**src/stpc_pkg.sv**
```systemverilog
// stpc_pkg: register map, field positions and timing constants of the slewed coder
// assumes a 100 MHz system clock; the 50 MHz counting rate is an enable pulse
package stpc_pkg;
  // axi4-lite byte offsets, one aligned word each
  localparam logic [7:0] OFF_HOST_CARD = 8'h00;
  localparam logic [7:0] OFF_WRITE_PORT = 8'h04;
  localparam logic [7:0] OFF_READ_PORT = 8'h08;
  localparam logic [7:0] OFF_STRAPS = 8'h0C;
  // host card control fields
  localparam int MODE_LO_BIT = 0;
  localparam int MODE_HI_BIT = 1;
  // coder control fields
  localparam int PTR_LSB = 0;
  localparam int PTR_W = 4;
  localparam int AUTOINC_BIT = 4;
  localparam int CLRINT_BIT = 5;
  localparam int SEL_LSB = 6;
  localparam int MASK_LSB = 9;
  localparam int NUM_CODERS = 4;
  // hold register indices
  localparam logic [3:0] HR_INC_LO = 4'h0;
  localparam logic [3:0] HR_INC_HI = 4'h1;
  localparam logic [3:0] HR_CMP_LO = 4'h2;
  localparam logic [3:0] HR_CMP_HI = 4'h3;
  localparam logic [3:0] HR_DIV_SEL = 4'h4;
  localparam logic [3:0] HR_CODE_SEL = 4'h5;
  localparam logic [3:0] HR_WCNT_LO = 4'h6;
  localparam logic [3:0] HR_WCNT_HI = 4'h7;
  // reset value and default compare reference
  localparam logic [15:0] CTRL_RST = 16'h0000;
  localparam logic [31:0] CMP_REF_DEF = 32'h0098_9680;
  // timing, axi response codes and the write record type
  localparam int SYS_CLK_HZ = 100_000_000;
  localparam int COUNT_CLK_HZ = 50_000_000;
  localparam int COUNT_DIV = SYS_CLK_HZ / COUNT_CLK_HZ;
  localparam int CHIP_DIV_NOM = 5;
  localparam int CHIP_DIV_SHORT = 4;
  localparam int CHIP_DIV_LONG = 6;
  localparam logic [1:0] AXI_OKAY = 2'h0;
  localparam logic [1:0] AXI_SLVERR = 2'h2;
  typedef struct packed {
    logic        valid;
    logic [15:0] data;
  } stpc_wr_t;
endpackage

```
**src/stpc_top.sv**
```systemverilog
// stpc_top: one slewed coder with its axi4-lite register port
// assumes second_pulse arrives asynchronously on a pin; all else on clk
//
// Decided for this implementation: the AXI4-Lite slave port and the placing of the registers.
`timescale 1ns/1ps
module stpc_top #(
  parameter int          CODER_ID = 0,
  parameter logic [31:0] CMP_REF  = stpc_pkg::CMP_REF_DEF
) (
  input  wire logic        clk,
  input  wire logic        rst,
  input  wire logic        second_pulse,
  input  wire logic [7:0]  s_axi_awaddr,
  input  wire logic        s_axi_awvalid,
  output logic             s_axi_awready,
  input  wire logic [31:0] s_axi_wdata,
  input  wire logic [3:0]  s_axi_wstrb,
  input  wire logic        s_axi_wvalid,
  output logic             s_axi_wready,
  output logic [1:0]       s_axi_bresp,
  output logic             s_axi_bvalid,
  input  wire logic        s_axi_bready,
  input  wire logic [7:0]  s_axi_araddr,
  input  wire logic        s_axi_arvalid,
  output logic             s_axi_arready,
  output logic [31:0]      s_axi_rdata,
  output logic [1:0]       s_axi_rresp,
  output logic             s_axi_rvalid,
  input  wire logic        s_axi_rready,
  output logic             coder_request_line,
  output logic             coder_request_line_oe_n,
  output logic             host_interrupt_first,
  output logic             pn_chip,
  output logic             oversample_strobe
);
  // second pulse synchroniser: stage 1 only feeds stage 2
  logic [2:0] sp_sync_r;
  logic       sp_lvl_r;
  logic       sp_tick;
  always_ff @(posedge clk) begin
    if (rst) begin
      sp_sync_r <= 3'h0;
      sp_lvl_r  <= 1'b0;
    end else begin
      sp_sync_r <= {sp_sync_r[1:0], second_pulse};
      if (sp_sync_r[2] == sp_sync_r[1]) begin
        sp_lvl_r <= sp_sync_r[2];
      end
    end
  end
  assign sp_tick = (sp_sync_r[2] == sp_sync_r[1]) && sp_sync_r[1] && !sp_lvl_r;

  // 50 MHz counting enable
  logic cnt_en_r;
  always_ff @(posedge clk) begin
    if (rst || sp_tick) begin
      cnt_en_r <= 1'b0;
    end else begin
      cnt_en_r <= ~cnt_en_r;
    end
  end

  // registers
  logic [15:0] host_card_control_reg_r;
  logic [15:0] coder_control_reg_r;
  logic [31:0] slew_increment_r;
  logic [31:0] slew_complement_r;
  logic [31:0] inc_act_r;
  logic [31:0] cmp_act_r;
  logic [7:0]  sample_divide_sel_r;
  logic [7:0]  shift_divide_sel_r;
  logic [4:0]  code_len_r;
  logic [31:0] word_count_r;
  logic        irq_r;

  // axi4-lite slave: write takes aw and w in either order
  logic        aw_have_r;
  logic        w_have_r;
  logic [7:0]  aw_addr_r;
  logic [31:0] w_data_r;
  logic        wr_go;
  logic        rd_go;
  logic [1:0]  mode;
  logic        ptr_mode;
  logic        ctl_mode;
  logic [3:0]  ptr;
  assign s_axi_awready = !aw_have_r && !s_axi_bvalid;
  assign s_axi_wready  = !w_have_r && !s_axi_bvalid;
  assign wr_go = aw_have_r && w_have_r && !s_axi_bvalid;
  assign rd_go = s_axi_arvalid && s_axi_arready;
  assign mode = {host_card_control_reg_r[stpc_pkg::MODE_HI_BIT],
                 host_card_control_reg_r[stpc_pkg::MODE_LO_BIT]};
  assign ctl_mode = (mode == 2'h0);
  assign ptr_mode = (mode == 2'h1);
  assign ptr = coder_control_reg_r[stpc_pkg::PTR_LSB +: stpc_pkg::PTR_W];

  always_ff @(posedge clk) begin
    if (rst) begin
      aw_have_r <= 1'b0;
      w_have_r  <= 1'b0;
      aw_addr_r <= 8'h00;
      w_data_r  <= 32'h0000_0000;
    end else begin
      if (s_axi_awvalid && s_axi_awready) begin
        aw_have_r <= 1'b1;
        aw_addr_r <= s_axi_awaddr;
      end else if (wr_go) begin
        aw_have_r <= 1'b0;
      end
      if (s_axi_wvalid && s_axi_wready) begin
        w_have_r <= 1'b1;
        w_data_r <= s_axi_wdata;
      end else if (wr_go) begin
        w_have_r <= 1'b0;
      end
    end
  end

  function automatic logic addr_known(input logic [7:0] a);
    addr_known = (a == stpc_pkg::OFF_HOST_CARD) || (a == stpc_pkg::OFF_WRITE_PORT)
              || (a == stpc_pkg::OFF_READ_PORT) || (a == stpc_pkg::OFF_STRAPS);
  endfunction

  logic wr_port;
  logic rd_port;
  assign wr_port = wr_go && (aw_addr_r == stpc_pkg::OFF_WRITE_PORT);
  assign rd_port = rd_go && (s_axi_araddr == stpc_pkg::OFF_READ_PORT);

  always_ff @(posedge clk) begin
    if (rst) begin
      s_axi_bvalid <= 1'b0;
      s_axi_bresp  <= stpc_pkg::AXI_OKAY;
    end else if (wr_go) begin
      s_axi_bvalid <= 1'b1;
      s_axi_bresp  <= addr_known(aw_addr_r) && (aw_addr_r != stpc_pkg::OFF_READ_PORT)
                      ? stpc_pkg::AXI_OKAY : stpc_pkg::AXI_SLVERR;
    end else if (s_axi_bready) begin
      s_axi_bvalid <= 1'b0;
    end
  end

  // host card control and coder control; every coder takes the shared write
  always_ff @(posedge clk) begin
    if (rst) begin
      host_card_control_reg_r <= stpc_pkg::CTRL_RST;
      coder_control_reg_r     <= stpc_pkg::CTRL_RST;
    end else begin
      if (wr_go && aw_addr_r == stpc_pkg::OFF_HOST_CARD) begin
        host_card_control_reg_r <= w_data_r[15:0];
      end
      if (wr_port && ctl_mode) begin
        coder_control_reg_r <= w_data_r[15:0];
        coder_control_reg_r[stpc_pkg::CLRINT_BIT] <= 1'b0;
      end else if ((wr_port || rd_port) && ptr_mode
                   && coder_control_reg_r[stpc_pkg::AUTOINC_BIT]) begin
        coder_control_reg_r[stpc_pkg::PTR_LSB +: stpc_pkg::PTR_W] <= ptr + 4'h1;
      end
    end
  end

  // hold register writes; 6 and 7 are read only
  always_ff @(posedge clk) begin
    if (rst) begin
      slew_increment_r    <= 32'h0000_0000;
      slew_complement_r   <= 32'h0000_0000;
      sample_divide_sel_r <= 8'h04;
      shift_divide_sel_r  <= 8'h01;
      code_len_r          <= 5'h18;
    end else if (wr_port && ptr_mode) begin
      unique case (ptr)
        stpc_pkg::HR_INC_LO:   slew_increment_r[15:0]  <= w_data_r[15:0];
        stpc_pkg::HR_INC_HI:   slew_increment_r[31:16] <= w_data_r[15:0];
        stpc_pkg::HR_CMP_LO:   slew_complement_r[15:0] <= w_data_r[15:0];
        stpc_pkg::HR_CMP_HI:   slew_complement_r[31:16] <= w_data_r[15:0];
        stpc_pkg::HR_DIV_SEL: begin
          sample_divide_sel_r <= w_data_r[7:0];
          shift_divide_sel_r  <= w_data_r[15:8];
        end
        stpc_pkg::HR_CODE_SEL: code_len_r <= w_data_r[4:0];
        default: ;
      endcase
    end
  end

  // read channel
  logic [15:0] hold_rd;
  always_comb begin
    hold_rd = 16'h0000;
    unique case (ptr)
      stpc_pkg::HR_INC_LO:   hold_rd = slew_increment_r[15:0];
      stpc_pkg::HR_INC_HI:   hold_rd = slew_increment_r[31:16];
      stpc_pkg::HR_CMP_LO:   hold_rd = slew_complement_r[15:0];
      stpc_pkg::HR_CMP_HI:   hold_rd = slew_complement_r[31:16];
      stpc_pkg::HR_DIV_SEL:  hold_rd = {shift_divide_sel_r, sample_divide_sel_r};
      stpc_pkg::HR_CODE_SEL: hold_rd = {11'h000, code_len_r};
      stpc_pkg::HR_WCNT_LO:  hold_rd = word_count_r[15:0];
      stpc_pkg::HR_WCNT_HI:  hold_rd = word_count_r[31:16];
      default:               hold_rd = 16'h0000;
    endcase
  end
  assign s_axi_arready = !s_axi_rvalid;
  always_ff @(posedge clk) begin
    if (rst) begin
      s_axi_rvalid <= 1'b0;
      s_axi_rdata  <= 32'h0000_0000;
      s_axi_rresp  <= stpc_pkg::AXI_OKAY;
    end else if (rd_go) begin
      s_axi_rvalid <= 1'b1;
      s_axi_rresp  <= addr_known(s_axi_araddr) && (s_axi_araddr != stpc_pkg::OFF_WRITE_PORT)
                      ? stpc_pkg::AXI_OKAY : stpc_pkg::AXI_SLVERR;
      unique case (s_axi_araddr)
        stpc_pkg::OFF_HOST_CARD:  s_axi_rdata <= {16'h0000, host_card_control_reg_r};
        stpc_pkg::OFF_READ_PORT:  s_axi_rdata <= {16'h0000,
                                  ctl_mode ? coder_control_reg_r : hold_rd};
        stpc_pkg::OFF_STRAPS:     s_axi_rdata <= {31'h0000_0000, irq_r};
        default:                  s_axi_rdata <= 32'h0000_0000;
      endcase
    end else if (s_axi_rready) begin
      s_axi_rvalid <= 1'b0;
    end
  end

  // number-controlled oscillator, one step per chip
  logic [31:0] fb_r;
  logic [31:0] nco_sum;
  logic        first_r;
  logic        adj_req_r;
  logic        chip_en;
  assign nco_sum = fb_r + (first_r ? cmp_act_r : inc_act_r);
  always_ff @(posedge clk) begin
    if (rst) begin
      fb_r      <= 32'h0000_0000;
      first_r   <= 1'b1;
      adj_req_r <= 1'b0;
      inc_act_r <= 32'h0000_0000;
      cmp_act_r <= 32'h0000_0000;
    end else if (sp_tick) begin
      fb_r      <= 32'h0000_0000;
      inc_act_r <= slew_increment_r;
      cmp_act_r <= slew_complement_r;
      first_r   <= 1'b1;
      adj_req_r <= 1'b0;
    end else if (chip_en) begin
      fb_r      <= nco_sum;
      first_r   <= (nco_sum > CMP_REF);
      adj_req_r <= (nco_sum > CMP_REF);
    end
  end

  // divide by 4/5/6 on the 50 MHz enable; increment sign picks add or drop
  logic [2:0] div_cnt_r;
  logic [2:0] div_top;
  assign div_top = !adj_req_r ? 3'(stpc_pkg::CHIP_DIV_NOM)
                 : (inc_act_r[31] ? 3'(stpc_pkg::CHIP_DIV_LONG)
                                  : 3'(stpc_pkg::CHIP_DIV_SHORT));
  assign chip_en = cnt_en_r && (div_cnt_r == div_top - 3'h1);
  always_ff @(posedge clk) begin
    if (rst || sp_tick) begin
      div_cnt_r <= 3'h0;
    end else if (cnt_en_r) begin
      div_cnt_r <= chip_en ? 3'h0 : div_cnt_r + 3'h1;
    end
  end

  // divide by n (oversample) and by m (shift clock)
  logic [7:0] n_cnt_r;
  logic [7:0] m_cnt_r;
  logic       shift_en;
  assign shift_en = chip_en && (m_cnt_r >= shift_divide_sel_r - 8'h01);
  always_ff @(posedge clk) begin
    if (rst || sp_tick) begin
      n_cnt_r           <= 8'h00;
      m_cnt_r           <= 8'h00;
      oversample_strobe <= 1'b0;
    end else begin
      oversample_strobe <= 1'b0;
      if (chip_en) begin
        m_cnt_r <= shift_en ? 8'h00 : m_cnt_r + 8'h01;
        if (n_cnt_r >= sample_divide_sel_r - 8'h01) begin
          n_cnt_r           <= 8'h00;
          oversample_strobe <= 1'b1;
        end else begin
          n_cnt_r <= n_cnt_r + 8'h01;
        end
      end
    end
  end

  // pn shift register; tap table holds one maximal polynomial per length
  function automatic logic [23:0] taps(input logic [4:0] len);
    unique case (len)
      5'd2:  taps = 24'h000003;
      5'd3:  taps = 24'h000006;
      5'd4:  taps = 24'h00000C;
      5'd5:  taps = 24'h000014;
      5'd6:  taps = 24'h000030;
      5'd7:  taps = 24'h000060;
      5'd8:  taps = 24'h0000B8;
      5'd9:  taps = 24'h000110;
      5'd10: taps = 24'h000240;
      5'd11: taps = 24'h000500;
      5'd12: taps = 24'h000829;
      5'd13: taps = 24'h00100D;
      5'd14: taps = 24'h002015;
      5'd15: taps = 24'h006000;
      5'd16: taps = 24'h00D008;
      5'd17: taps = 24'h012000;
      5'd18: taps = 24'h020400;
      5'd19: taps = 24'h040023;
      5'd20: taps = 24'h090000;
      5'd21: taps = 24'h140000;
      5'd22: taps = 24'h300000;
      5'd23: taps = 24'h420000;
      default: taps = 24'hE10000;
    endcase
  endfunction
  logic [23:0] lfsr_r;
  logic [23:0] len_mask;
  logic        fb_bit;
  assign len_mask = 24'hFFFFFF >> (5'd24 - ((code_len_r < 5'd2 || code_len_r > 5'd24)
                                   ? 5'd24 : code_len_r));
  assign fb_bit = ^(lfsr_r & taps(code_len_r));
  always_ff @(posedge clk) begin
    if (rst) begin
      lfsr_r  <= 24'hFFFFFF;
      pn_chip <= 1'b0;
    end else if (sp_tick) begin
      lfsr_r  <= 24'hFFFFFF; // output bit holds, so a second pulse never cuts a chip short
    end else if (shift_en) begin
      lfsr_r  <= {lfsr_r[22:0], fb_bit} & len_mask;
      pn_chip <= lfsr_r[0];
    end
  end

  // word detect: prior state then all ones
  logic [23:0] prior_state;
  logic        prior_seen_r;
  logic        detect;
  assign prior_state = (len_mask >> 1);
  assign detect = shift_en && prior_seen_r && ((lfsr_r & len_mask) == prior_state);
  logic        armed_r;
  always_ff @(posedge clk) begin
    if (rst || sp_tick) begin
      prior_seen_r <= 1'b0;
    end else if (shift_en) begin
      prior_seen_r <= 1'b1;
    end
  end

  // word counter and interrupt
  logic clr_me;
  assign clr_me = wr_port && ctl_mode && w_data_r[stpc_pkg::CLRINT_BIT]
                  && (w_data_r[stpc_pkg::SEL_LSB +: 2] == 2'(CODER_ID));
  always_ff @(posedge clk) begin
    if (rst) begin
      word_count_r <= 32'h0000_0000;
      armed_r      <= 1'b0;
    end else if (sp_tick) begin
      word_count_r <= 32'h0000_0000;
      armed_r      <= 1'b1;
    end else if (detect && armed_r) begin
      armed_r <= 1'b0;
    end else if (armed_r && cnt_en_r) begin
      word_count_r <= word_count_r + 32'h0000_0001;
    end
  end
  always_ff @(posedge clk) begin
    if (rst) begin
      irq_r <= 1'b0;
    end else if (detect && armed_r) begin
      irq_r <= 1'b1;
    end else if (clr_me) begin
      irq_r <= 1'b0;
    end
  end
  // open collector: enable low pulls line low while request pending and unmasked
  always_ff @(posedge clk) begin
    if (rst) begin
      coder_request_line      <= 1'b0;
      coder_request_line_oe_n <= 1'b1;
      host_interrupt_first    <= 1'b0;
    end else begin
      coder_request_line      <= 1'b0;
      coder_request_line_oe_n <= !(irq_r && coder_control_reg_r[stpc_pkg::MASK_LSB + CODER_ID]);
      host_interrupt_first    <= irq_r && coder_control_reg_r[stpc_pkg::MASK_LSB + CODER_ID];
    end
  end
endmodule // stpc_top

```
**config.mk**
```make
export PLATFORM = sky130hd
export DESIGN_NAME = stpc_top
export DESIGN_NICKNAME = d
export VERILOG_FILES = /design/src/stpc_pkg.sv /design/src/stpc_top.sv
export SDC_FILE = /design/constraint.sdc
export NUM_CORES = 1
export LEC_CHECK = 0
export BUFFER_PORTS_ARGS = -buffer_cell sky130_fd_sc_hd__buf_2
export CAP_MARGIN = 20
export CORE_ASPECT_RATIO = 1.5
export CORE_UTILIZATION = 60
export DETAILED_ROUTE_END_ITERATION = 7
export PLACE_DENSITY = 0.88
export SYNTH_ARGS = -nofsm -noshare
export SYNTH_HDL_FRONTEND = slang
export SYNTH_SLANG_ARGS = --single-unit
```
**constraint.sdc**
```tcl
create_clock -name clk -period 4.8 [get_ports clk]
set_input_delay 0.72 -clock clk [delete_from_list [all_inputs] [get_ports clk]]
set_output_delay 0.72 -clock clk [all_outputs]
set_load 0.05 [all_outputs]
```
=== Word-level counts from Yosys, hierarchy flattened ===
Memory sizes are Yosys's and may differ from the RTL's. A register that Yosys moved wholly into a read port is not among the register bits.
Index checks and enable logic that the tools add are counted.

* Logic and storage cells: 175
* Register bits: 365
* RAM bits: 0
* Bits in latches: 0
* Output and inout bits: 46
* Memory bits (read-only): 768
* Memories: 1

* Equality and inequality tests: 19
* Bitwise operators: 7
* $lt $le $gt $ge: 5
* Shift-type cells: 1
* $mul: 0
* Add/subtract/negate cells: 10
* Divide/modulo/power cells: 0
* Reduce and logical (&&, ||, !) cells: 65
* Muxes and demuxes: 28

{| class="wikitable"
|+ Memories
! name !! words !! width !! read ports !! clocked after Yosys merged registers in !! write ports !! line !! source
|-
| (name not given) || 32 || 24 || 1 || 1 || 0 || stpc_top.sv:291 || <nowiki>unique case (len)</nowiki>
|}

{| class="wikitable"
|+ Operator list
! kind !! number
|-
| $pmux W16 S8 || 1
|-
| $and A24 B24 Y24 || 3
|-
| $pmux W16 S3 || 1
|-
| $add A32 B1 Y32 const B || 1
|-
| $add A32 B32 Y32 || 1
|-
| $eq A8 B4 Y1 const B || 4
|-
| $gt A32 B24 Y1 const B || 1
|-
| $mux W32 || 1
|-
| $logic_and A1 B1 Y1 || 27
|-
| $eq A24 B23 Y1 || 1
|-
| $reduce_xor A24 Y1 || 1
|-
| $shr A24 B5 Y24 const A || 1
|-
| $add A8 B1 Y8 const B || 2
|-
| $eq A4 B3 Y1 const B || 4
|-
| $eq A8 B3 Y1 const B || 2
|-
| $ge A8 B8 Y1 || 2
|-
| $logic_not A8 Y1 || 2
|-
| $mux W16 || 1
|-
| $mux W8 || 2
|-
| $reduce_and A2 Y1 || 8
|-
| $sub A8 B1 Y8 const B || 2
|-
| $mux W5 || 3
|-
| $reduce_bool A2 Y1 || 7
|-
| $mux W1 || 12
|-
| other kinds (22) || 45
|}

=== Depth between registers and ports, before layout ===
* Word-level depth: 11
* Depth in mapped cells: 18
* Mapped depth without buffers: 14

=== Least setup slack after synthesis ===
No wires, ideal clock.

* Path type: flip-flop to flip-flop
* From: register first_r
* To: register first_r
* Stages on the path, launching flop included: 16
* Setup time: 133 ps
* Clock period less this slack: 4056 ps
* Path slack: 744 ps
* Required time: 4667 ps
* Arrival: 3923 ps
* Buffers on the path: 2
* Cell sequence: dfxtp_1 clkbuf_1 clkbuf_1 mux2i_1 inv_1 ha_1 a21o_1 a21oi_2 xnor2_1 or4b_1 or4_1 a211o_1 a311o_1 a211o_1 a211oi_2 o21ai_1

* Longest elaborated chain between the ends: 3

{| class="wikitable"
|+ Ends and longest elaborated chain
! element !! line !! source
|-
| start: declaration || stpc_top.sv:226 || <nowiki>logic first_r;</nowiki>
|-
| start signal: assignment || stpc_top.sv:245 || <nowiki>first_r <= (nco_sum > CMP_REF);</nowiki>
|-
| $mux W32 || stpc_top.sv:229 || <nowiki>assign nco_sum = fb_r + (first_r ? cmp_act_r : inc_act_r);</nowiki>
|-
| $add A32 B32 Y32 || stpc_top.sv:229 ||
|-
| $gt A32 B24 Y1 || stpc_top.sv:245 ||
|}

No other way between the ends.
A chain may end at the register's enable or synchronous reset.

=== Worst setup path after layout ===
Ends and elaborated chain as after synthesis.

==> impl_metrics.tcl <==
set metrics [dict create \
    drive_above_1_share_pct 9.72 \
    cts_made_buffers 36 \
    top_usage_layer "met2" \
    regArea_mm2 0.00743 \
    root_buffer "clkbuf_16" \
    fmax_ghz 0.230 \
    status "finished, final reports clean" \
    cp_max_fo 7 \
    diodes 0 \
    relSlewSlack_pct 18.1 \
    met2_usage_pct 58.0 \
    initial_core_util_pct 60.9 \
    post_cts_resized 0 \
    dp.cells 2739 \
    synth_most_common_cell "nand2_1" \
    powerDensity_mw_per_mm2 307 \
    avgSynthCellArea_um2 7.85 \
    postCtsHoldBufs 0 \
    cp_num_buf_inv 1 \
    grt_usage_pct 33.5 \
    cp_top_family "compound AO/OA/AOI/OAI gates" \
    clock_latency_ns 0.54 \
    antenna_found_initial 0 \
    grt_pass1_vias 16800 \
    grt_max_degree 97 \
    syn-cell-area_mm2 0.0189 \
    ant_nets 0 \
    ys_types 86 \
    synth_commonest_cells "564 x nand2_1, 371 x dfxtp_1, 285 x a21oi_1" \
    fin_skew_ns 0.0220 \
    crit_chain "mux2_2 > ha_1 > inv_1 > fa_1 > nor2b_1 > o2111ai_1 > nand2_1 > xnor2_1 > or4_1 > a211o_1 > a311o_1 > a211o_1 > a211oi_2 > o21ai_1" \
    met1_usage_pct 35.3 \
    finalWirelength_um 54700 \
    synth_seq_cells 371 \
    vdd_drop_max_v 0.000303 \
    finalCritPeriodShare_pct 90.6 \
    dieArea_mm2 0.0321 \
    gr-usage-met3_pct 5.09 \
    cp-startpoint "first_r" \
    hold_viol_final 0 \
    cts_setup_buffers 0 \
    post-route-min-period_ns 4.35 \
    cp_data_arrival_time_ns 4.72 \
    reg2reg_from "first_r" \
    wl_per_cell_um 19.5 \
    p_leak_uw 0.00792 \
    async_flop_share_pct 0 \
    netlist_instances 2401 \
    crit_path_top_delay_cell "dfxtp_1" \
    io_pins 106 \
    instances_no_fill 2803 \
    fp.coreArea_mm2 0.0309 \
    grt-ovfl-total 0 \
    layout.nets 2499 \
    cap_violations 0 \
    row_count 79 \
    synth_top_area_share_pct 39.4 \
    synth_seq_area_share_pct 39.4 \
    hpwl_um 39100 \
    grt_setup_unrepaired "no" \
    critical_path_class "reg2reg" \
    ys.flop_type "dfxtp_1" \
    tightest_slew_ns 1.22 \
    area_growth_pct 8.34 \
    drc 0 \
    clk_path_buf_depth 3 \
    portBuffers 66 \
    min_path_type "in2reg" \
    multi_input_area_mm2 0.0105 \
    synth-edff-count 0 \
    end_kind "flop" \
    drt-pass1-iter-count 8 \
    vias_per_cell 6.29 \
    worstHoldStart "s_axi_rready" \
    required_ns 5.17 \
    clk_pin_slew_ns 0.06 \
    cts_tree "built" \
    worstSetupStartpointType "flop" \
    drtIter0Drc 1922 \
    finalSetupTns_ns 0 \
    htree_levels 2 \
    grt_pass1_wl_um 86000 \
    fillerInstances 2468 \
    gp_congestion 0.957 \
    clock_sinks 371 \
    slew_viol_final 0 \
    dr_total_vias 17600 \
    fp.dieW_um 147 \
    cpMostUsedCell "a211o_1" \
    critical-path-max-stage-delay_ns 0.60 \
    yosys_warnings 0 \
    synthTopCellsByArea "dfxtp_1 39%, nand2_1 11%, a21oi_1 7.6%, ha_1 4.3%, xnor2_1 3.5%" \
    synth_top_area_cell "dfxtp_1" \
    die_h_um 219 \
    setup_viol 0 \
]
placed cells by master (no fill, tap or decap), types with 8 or more instances in the layout:
cell       Yosys  final
inv_1         49     49
o21ai_0       61     61
nor2b_1       17     16
a21oi_1      285    285
nor3_1        38     38
mux2_2        31     31
xnor2_1       76     76
a222oi_1      15     15
nor3b_1        8      8
and2_1        20     20
mux2i_1       34     34
a211oi_1      14     14
and3_1        19     19
dfxtp_1      371    371
nand3_1       50     50
nor4b_1        9      9
a221o_1        8      8
buf_4         20     32
nand2b_1      16     14
nand2_1      564    564
nor2_1       169    168
nand4_1       14     14
a21o_1        26     26
buf_2         13     65
a31oi_1       12     12
a31o_2         9      9
a221oi_1      11     11
nor4_2        11     11
o211ai_1      30     30
conb_1         1     19
clkbuf_1     136      8
ha_1          65     65
clkbuf_16      0     37
nor4_1         8      8
a22oi_1       33     33
xor2_1        29     29
kinds of logic after synthesis:
| logic type | count (synthesis) | share of synthesized area, % |
|---|---|---|
| AND/OR/NAND/NOR | 979 | 23.0 |
| AO/OA/AOI/OAI | 578 | 19.4 |
| flip-flops | 371 | 39.4 |
| buffers and inverters | 236 | 5.31 |
| XOR/XNOR | 105 | 4.88 |
| adder cells (fa/ha/maj) | 66 | 4.42 |
| multiplexers | 65 | 3.66 |
| other | 1 | 0.0199 |
stage by stage:
stage	total power [uW]	setup slack (ns)	cell area, um2	hold slack [ns]	utilization [%]
2_1_floorplan	3430	0.744	18900	0.414	-
3_3_place_gp	3500	0.616	19300	0.420	62.2
3_5_place_dp	3510	0.501	19300	0.429	62.2
4_1_cts	6280	0.457	20400	0.360	66.0
5_1_grt	6440	0.226	20400	0.377	66.0
6_report	6270	0.451	20400	0.364	66.0
sequential cells by signal, summed over array words and instances, names as in the netlist, 24 cells and up, named ones only:
register / count
word_count_r: 32
slew_increment_r: 32
fb_r: 32
inc_act_r: 32
lfsr_r: 24
cmp_act_r: 32
slew_complement_r: 32
layer usage:
metal | wire [um] | part of all wire, %
met5 | 0 | 0
met4 | 4950 | 9.0
met3 | 3940 | 7.2
met2 | 26300 | 48
met1 | 19500 | 36
path summary, 6_finish.rpt:
kind / depth (start not counted) / slack (ns) / endpoint
worst max-delay path: 14 / 0.45 / first_r
worst min-delay path: 2 / 0.36 / s_axi_rvalid
worst max register to register: 14 / 0.45 / first_r
worst min register to register: 1 / 0.44 / sp_sync_r[1]
worst reg2reg max path, stage by stage, from the launching register on:
cell and delay (ns):
dfxtp_1 0.60, mux2_2 0.40, ha_1 0.20, inv_1 0.08, fa_1 0.20, nor2b_1 0.08
o2111ai_1 0.35, nand2_1 0.20, xnor2_1 0.17, or4_1 0.55, a211o_1 0.34, a311o_1 0.33
a211o_1 0.34, a211oi_2 0.28, o21ai_1 0.08
cell type report:
class,count,share of cell area [%]
clock buffers,49,4.95
multi-input cells,1812,51.6
inverters,52,0.956
flip-flops and latches,371,36.4
well taps,405,2.48
repair buffers,100,2.96
clock inverters,14,0.723
where the power goes:
part | leakage (uW) | total [uW] | switching, uW | internal, uW
Combinational | 0.00436 | 282 | 215 | 67.5
Sequential | 0.00300 | 3160 | 52.3 | 3110
Clock | 0.000564 | 2830 | 1230 | 1600
Total | 0.00792 | 6270 | 1500 | 4780
Note: power is estimated with default switching activity, not from simulation.
